[src/pkg/lcs_pkg.sv]
// package: register map, reset values, timing constants and types of the led current bank
package lcs_pkg;

    localparam logic [6:0] ADDR_RAMP_DOWN  = 7'h11;
    localparam logic [6:0] ADDR_RAMP_UP    = 7'h12;
    localparam logic [6:0] ADDR_PORT_LOW   = 7'h13;
    localparam logic [6:0] ADDR_PORT_HIGH  = 7'h14;
    localparam logic [6:0] ADDR_GLOBAL     = 7'h15;

    localparam logic [7:0] RST_PORT_LOW    = 8'h00;
    localparam logic [1:0] RST_PORT_HIGH   = 2'h0;
    localparam logic [2:0] RST_GLOBAL_CODE = 3'h7;
    localparam logic [5:0] RST_RAMP_DOWN   = 6'h00;
    localparam logic [2:0] RST_RAMP_UP     = 3'h0;

    localparam int         FADE_LSB        = 0;
    localparam int         HOLD_LSB        = 3;
    localparam int         CODE_W          = 3;

    localparam logic [2:0] LEVEL_FULL      = 3'h7;
    localparam logic [2:0] LEVEL_OFF       = 3'h0;

    // shortest interval is 1/16 s of the pwm clock; each code step doubles it
    localparam int         PWM_CLOCK_HZ    = 32768;
    localparam int         BASE_DIVISOR    = 16;
    localparam int         BASE_TICKS      = PWM_CLOCK_HZ / BASE_DIVISOR;
    localparam int         STEP_SHIFT      = 3;
    localparam int         CNT_W           = 18;

    typedef struct packed {
        logic       wr;
        logic       rd;
        logic [6:0] addr;
        logic [7:0] data;
    } lcs_reg_req_t;

    typedef struct packed {
        logic holding;
        logic fading;
        logic ramping;
        logic shutdown;
    } lcs_status_t;

    typedef enum logic [2:0] {
        ST_RUN   = 3'b000,
        ST_HOLD  = 3'b001,
        ST_FADE  = 3'b010,
        ST_SHDN  = 3'b011,
        ST_RAMP  = 3'b100
    } lcs_state_t;

endpackage : lcs_pkg

[src/rtl/lcs_current_regs.sv]
// led current select registers with automatic ramp-down and ramp-up sequencing
// Functional notes
// - ports 0-7 half/full select bits
// - ports 8-9 bits 1:0, upper bits zero
// - global code: full = (code+1) x 2.5 mA
// - global code resets to maximum, 20 mA
// - port current is global scaled by select
// - select changes apply immediately while active
// - ramp-down: hold full, fade, then shutdown
// - sequences run alone once started
// - fade-off code bits 2:0, zero is instant
// - hold-off code bits 5:3, bits 7:6 zero
// - ramp-up code bits 2:0, zero is instant
// - intervals counted in pwm clock ticks
`timescale 1ns/1ns
module lcs_current_regs #(
    parameter int P_BASE_TICKS = lcs_pkg::BASE_TICKS
) (
    input  wire logic                 i_clk,
    input  wire logic                 i_resetn,
    input  wire lcs_pkg::lcs_reg_req_t i_req,
    input  wire logic                 i_pwm_tick,
    input  wire logic                 i_ramp_down_req,
    input  wire logic                 i_ramp_up_req,
    output logic [7:0]                o_rdata,
    output logic [9:0]                o_port_full,
    output logic [2:0]                o_global_code,
    output logic [2:0]                o_drive_code,
    output lcs_pkg::lcs_status_t      o_status
);

    // interval length of a nonzero code in pwm ticks
    function automatic logic [lcs_pkg::CNT_W-1:0] lcs_interval(input logic [2:0] code);
        logic [lcs_pkg::CNT_W-1:0] base;
        base = lcs_pkg::CNT_W'(P_BASE_TICKS);
        return base << (code - 3'h1);
    endfunction : lcs_interval

    // one of eight dac steps; never below one tick so short bases still advance
    function automatic logic [lcs_pkg::CNT_W-1:0] lcs_step(input logic [2:0] code);
        logic [lcs_pkg::CNT_W-1:0] s;
        s = lcs_interval(code) >> lcs_pkg::STEP_SHIFT;
        return (s == '0) ? lcs_pkg::CNT_W'(1) : s;
    endfunction : lcs_step

    // ---------------- register group ----------------
    logic [7:0] port_lo_q, port_lo_d;
    logic [1:0] port_hi_q, port_hi_d;
    logic [2:0] glob_q,    glob_d;
    logic [5:0] rdown_q,   rdown_d;
    logic [2:0] rup_q,     rup_d;
    logic [7:0] rdata_q,   rdata_d;

    always_comb begin
        port_lo_d = port_lo_q;
        port_hi_d = port_hi_q;
        glob_d    = glob_q;
        rdown_d   = rdown_q;
        rup_d     = rup_q;
        rdata_d   = rdata_q;
        if (i_req.wr) begin
            unique case (i_req.addr)
                lcs_pkg::ADDR_PORT_LOW:  port_lo_d = i_req.data;
                lcs_pkg::ADDR_PORT_HIGH: port_hi_d = i_req.data[1:0];
                lcs_pkg::ADDR_GLOBAL:    glob_d    = i_req.data[2:0];
                lcs_pkg::ADDR_RAMP_DOWN: rdown_d   = i_req.data[5:0];
                lcs_pkg::ADDR_RAMP_UP:   rup_d     = i_req.data[2:0];
                default: ;
            endcase
        end
        if (i_req.rd) begin
            unique case (i_req.addr)
                lcs_pkg::ADDR_PORT_LOW:  rdata_d = port_lo_q;
                lcs_pkg::ADDR_PORT_HIGH: rdata_d = {6'h00, port_hi_q};
                lcs_pkg::ADDR_GLOBAL:    rdata_d = {5'h00, glob_q};
                lcs_pkg::ADDR_RAMP_DOWN: rdata_d = {2'h0, rdown_q};
                lcs_pkg::ADDR_RAMP_UP:   rdata_d = {5'h00, rup_q};
                default:                 rdata_d = 8'h00;
            endcase
        end
    end

    always_ff @(posedge i_clk or negedge i_resetn) begin
        if (!i_resetn) begin
            port_lo_q <= lcs_pkg::RST_PORT_LOW;
            port_hi_q <= lcs_pkg::RST_PORT_HIGH;
            glob_q    <= lcs_pkg::RST_GLOBAL_CODE;
            rdown_q   <= lcs_pkg::RST_RAMP_DOWN;
            rup_q     <= lcs_pkg::RST_RAMP_UP;
            rdata_q   <= 8'h00;
        end else begin
            port_lo_q <= port_lo_d;
            port_hi_q <= port_hi_d;
            glob_q    <= glob_d;
            rdown_q   <= rdown_d;
            rup_q     <= rup_d;
            rdata_q   <= rdata_d;
        end
    end

    assign o_rdata       = rdata_q;
    assign o_port_full   = {port_hi_q, port_lo_q};
    assign o_global_code = glob_q;

    // ---------------- ramp sequencer group ----------------
    lcs_pkg::lcs_state_t       state_q, state_d;
    logic [lcs_pkg::CNT_W-1:0] cnt_q,   cnt_d;
    logic [2:0]                level_q, level_d;
    logic [2:0]                drive_q, drive_d;
    lcs_pkg::lcs_status_t      stat_q,  stat_d;
    logic [2:0]                fade_code;
    logic [2:0]                hold_code;

    assign fade_code = rdown_q[lcs_pkg::FADE_LSB +: lcs_pkg::CODE_W];
    assign hold_code = rdown_q[lcs_pkg::HOLD_LSB +: lcs_pkg::CODE_W];

    always_comb begin
        lcs_pkg::lcs_state_t       fs;
        logic [lcs_pkg::CNT_W-1:0] fc;
        logic [2:0]                fl;
        // entry into fade-off, shared by zero hold-off and the end of hold-off
        fs = (fade_code == 3'h0) ? lcs_pkg::ST_SHDN : lcs_pkg::ST_FADE;
        fc = lcs_step(fade_code) - lcs_pkg::CNT_W'(1);
        fl = (fade_code == 3'h0) ? lcs_pkg::LEVEL_OFF : lcs_pkg::LEVEL_FULL;
        state_d = state_q;
        cnt_d   = cnt_q;
        level_d = level_q;
        unique case (state_q)
            lcs_pkg::ST_RUN: begin
                if (i_ramp_down_req) begin
                    if (hold_code != 3'h0) begin
                        state_d = lcs_pkg::ST_HOLD;
                        cnt_d   = lcs_interval(hold_code) - lcs_pkg::CNT_W'(1);
                    end else begin
                        state_d = fs;
                        cnt_d   = fc;
                        level_d = fl;
                    end
                end
            end
            lcs_pkg::ST_HOLD: begin
                if (i_pwm_tick) begin
                    if (cnt_q == '0) begin
                        state_d = fs;
                        cnt_d   = fc;
                        level_d = fl;
                    end else begin
                        cnt_d = cnt_q - lcs_pkg::CNT_W'(1);
                    end
                end
            end
            lcs_pkg::ST_FADE: begin
                if (i_pwm_tick) begin
                    if (cnt_q != '0) begin
                        cnt_d = cnt_q - lcs_pkg::CNT_W'(1);
                    end else begin
                        level_d = level_q - 3'h1;
                        cnt_d   = lcs_step(fade_code) - lcs_pkg::CNT_W'(1);
                        if (level_q == 3'h1) begin
                            state_d = lcs_pkg::ST_SHDN;
                        end
                    end
                end
            end
            lcs_pkg::ST_SHDN: begin
                if (i_ramp_up_req) begin
                    if (rup_q == 3'h0) begin
                        state_d = lcs_pkg::ST_RUN;
                        level_d = lcs_pkg::LEVEL_FULL;
                    end else begin
                        state_d = lcs_pkg::ST_RAMP;
                        level_d = lcs_pkg::LEVEL_OFF;
                        cnt_d   = lcs_step(rup_q) - lcs_pkg::CNT_W'(1);
                    end
                end
            end
            lcs_pkg::ST_RAMP: begin
                if (i_pwm_tick) begin
                    if (cnt_q != '0) begin
                        cnt_d = cnt_q - lcs_pkg::CNT_W'(1);
                    end else begin
                        level_d = level_q + 3'h1;
                        cnt_d   = lcs_step(rup_q) - lcs_pkg::CNT_W'(1);
                        if (level_q == 3'h6) begin
                            state_d = lcs_pkg::ST_RUN;
                        end
                    end
                end
            end
            default: begin
                state_d = lcs_pkg::ST_RUN;
                level_d = lcs_pkg::LEVEL_FULL;
            end
        endcase
        // the fade dac only ever trims below the global ceiling
        drive_d = (level_d < glob_q) ? level_d : glob_q;
        stat_d.holding  = (state_d == lcs_pkg::ST_HOLD);
        stat_d.fading   = (state_d == lcs_pkg::ST_FADE);
        stat_d.ramping  = (state_d == lcs_pkg::ST_RAMP);
        stat_d.shutdown = (state_d == lcs_pkg::ST_SHDN);
    end

    always_ff @(posedge i_clk or negedge i_resetn) begin
        if (!i_resetn) begin
            state_q <= lcs_pkg::ST_RUN;
            cnt_q   <= '0;
            level_q <= lcs_pkg::LEVEL_FULL;
            drive_q <= lcs_pkg::RST_GLOBAL_CODE;
            stat_q  <= '0;
        end else begin
            state_q <= state_d;
            cnt_q   <= cnt_d;
            level_q <= level_d;
            drive_q <= drive_d;
            stat_q  <= stat_d;
        end
    end

    assign o_drive_code = drive_q;
    assign o_status     = stat_q;
endmodule : lcs_current_regs

[config.mk]
export PLATFORM = sky130hd
export DESIGN_NAME = lcs_current_regs
export DESIGN_NICKNAME = d
export VERILOG_FILES = /design/src/pkg/lcs_pkg.sv /design/src/rtl/lcs_current_regs.sv
export SDC_FILE = /design/constraint.sdc
export NUM_CORES = 1
export LEC_CHECK = 0
export BUFFER_PORTS_ARGS = -buffer_cell sky130_fd_sc_hd__clkbuf_2
export CAP_MARGIN = 20
export CORE_AREA = 5 5 135 137
export DETAILED_ROUTE_END_ITERATION = 7
export DIE_AREA = 0 0 140 142
export GPL_TIMING_DRIVEN = 0
export PLACE_DENSITY_LB_ADDON = 0.3
export SLEW_MARGIN = 20
export SYNTH_ARGS = -nofsm -noshare
export SYNTH_HDL_FRONTEND = slang
export SYNTH_SLANG_ARGS = --single-unit
[constraint.sdc]
create_clock -name i_clk -period 4.3 [get_ports i_clk]
set_clock_uncertainty 0.15 [all_clocks]
set_input_delay 0.86 -clock i_clk [delete_from_list [all_inputs] [get_ports i_clk]]
set_output_delay 0.86 -clock i_clk [all_outputs]
set_load 0.005 [all_outputs]
==> run summary <==
Status: finished clean
Worst path required time: 4.42 ns
Period utilisation layout: 79.5%
Minimum clock period: 3.42 ns
DRT Wirelength: 11800 microns
EDFF count, synth: 0
Layout filler cell count: 1801
Die W: 140 microns
Clk pin slew, worst setup/hold paths: 0.05 ns
R2R cell count: 11
CP Capture Type: register
#FFs+latches synth: 61
CTS tree: yes
FP Rows: 48
Initial antenna violation count: 0
Root Driver: clkbuf_16
Measured slew at the worst slew-check pin: 0.921 ns
Total gr overflow: 0
Syn_area_per_cell: 9.02 sq um
RR Endpoint: o_drive_code[1]
Maximum VDD drop: 0.204 mV
Hold Buf Count CTS: 0
Area Growth Syn to Fin: 21.3%
Post-synth top area cell: dfrtp_1
Num CTS Buffers: 9
IO Count: 50
Initial Util: 24.4%
WS Path Type: register to register
Worst Path Max Fanout: 10
Drt pass-1 iters: 5
Drt wl/cell: 15.8 microns
Drc violations: 0
Net count after synthesis: 491
Power per standard cell area: 629 nW/um^2
Hold Fails Final Rpt: 0
Maximum level of the CTS H-tree: 3
Cells after Synth: 458
DR vias/cell: 5.06
Main synth FF type: dfrtp_1
Post-CTS Setup Repair Bufs: 0
Post-cts repair resize count: 0
RSZ-0062 raised after global routing: no
Yosys synthesis warning count: 0
Largest net degree at the start of global routing: 45
Final Wtd Congestion: 0.866
N_diodes: 0
M1 GR Usage: 16.4%
Met3 Resource Use GR: 3.09%
GRT Util Overall: 12.3%
Met2 Usage GRT: 19.4%
Vias in the first global route: 3781
Worst reg2reg setup slack: 0.88 ns
DRT antenna net count: 0
Port Buffers: 47
Violation count after the first detailed-route iteration: 217
Leak: 2.16 nW
Post-synth cell types: 78
# setup viols final: 0
Hold Crit Class: input port to asynchronous set/reset pin
Final worst setup slack: 0.883 ns
Most numerous cell in the Yosys netlist: dfrtp_1
Max Cap Viol: 0
Via count: 3783
Gr busiest metal: met2
Pre-CTS setup slack: 0.800 ns
Die area: 19900 sq um
Cell area after synthesis: 4130 sq um
Global-route wire length before repair: 19900 microns
Detailed placement HPWL: 8810 microns
Post-synth top cells: dfrtp_1 (52), nor2_1 (44), nand2_1 (35)
Setup tns final: 0 ns
Critical path arrival: 3.53 ns
Post-DP Area: 4680 sq um
Sequential area share after synthesis: 37.2%
Share of cells above drive strength 1: 26.1%
Crit start category: register
Clk sinks: 61
Max Freq: 293 MHz
Final core occ: 29.6%
Max clock buf depth: 2
Clk Latency, worst-skew pair: 0.34 ns
Async S/R FF share, synth: 100%
Slew Limit Fails: 0
Slew HR: 38.1%
Die Ht: 142 microns
RR Startpoint: rdown_q[0]
Final non-filler cell area: 5010 sq um
Fin nets: 550
Dominant cells by area after synthesis: dfrtp_1 (32%), mux2_2 (6.3%), dfstp_2 (5.7%)
Synth top area share: 31.5%
Core area: 16900 sq um
[cells by family (layout without fill, tap and decap cells)]
logic type,Yosys count,after routing,share of synthesized area [%]
simple gates,158,158,20.7
compound gates,138,138,23.2
flops,61,61,37.2
buf+inv,49,113,4.94
mux,29,29,7.85
xor+xnor,12,12,2.73
fa+ha+maj,11,11,3.33
[cell usage in the layout, fill, tap and decap left out, drive strengths merged, types with 7 or more instances in the layout]
cell type	n
a21oi	33
clkbuf	71
nor3	19
mux2	24
nor2	46
dfstp	9
xor2	8
nand2	35
a22oi	9
nand3	11
o21ai	28
o22a	7
inv	23
buf	15
dfrtp	52
ha	11
[final cells by class]
cell class                      count  area, sq um  share of cell area (%)
Clock inverter                      5         81.3                    1.62
Timing Repair Buffer               48          265                    5.29
Inverter                           22         82.6                    1.65
Tap cell                          225          282                    5.62
Clock buffer                       11          253                    5.04
Buffer                             27          121                    2.42
Multi-Input combinational cell    348         2390                    47.7
Sequential cell                    61         1540                    30.7
[worst max path at each step]
stage / from / end / slack, ns / cells after the start
6_report: rdown_q[0] / o_drive_code[1] / 0.88 / 11
5_1_grt: rdown_q[0] / o_drive_code[1] / 0.67 / 11
4_1_cts: rdown_q[0] / o_drive_code[1] / 0.92 / 11
3_5_place_dp: i_ramp_down_req / o_drive_code[1] / 0.80 / 10
3_3_place_gp: i_ramp_down_req / o_drive_code[1] / 0.84 / 10
2_1_floorplan: i_ramp_down_req / o_drive_code[1] / 1.35 / 9
[state kept, by name (all words and copies together), names as in the netlist, 4 cells and up]
name / cells
o_rdata: 8
port_lo_q: 8
cnt_q: 18
o_status: 4
rdown_q: 6
[power breakdown]
group | leakage, nW | switching [mW] | internal, mW
Combinational | 1.23 | 0.847 | 0.598
Clock | 0.162 | 0.273 | 0.539
Sequential | 0.770 | 0.147 | 0.749
Total | 2.16 | 1.27 | 1.89
[per-layer routing]
metal  vias up  wire, microns
li1       1814              -
met1      1804           5440
met2       150           5390
met3        15            831
met4         0            176
met5         -              0
[critical path, stage by stage, from the launching register on]
cell	delay, ns
dfrtp_1	0.37
clkbuf_1	0.23
nor2_1	0.39
ha_1	0.36
a21oi_1	0.14
o21ai_0	0.30
o221ai_1	0.17
a211o_2	0.32
ha_1	0.30
o21a_1	0.14
o22ai_2	0.16
mux2_4	0.31
[stage by stage]
stage               total power, mW  std cells  hold slack, ns
global placement               2.30        730           0.346
finish                         3.15        747           0.270
detailed placement             2.34        731           0.342
CTS                            3.18        747           0.275
floorplan                      1.95        458           0.317
global route                   3.39        747           0.296
No activity file was read; power rests on OpenSTA's default activity.
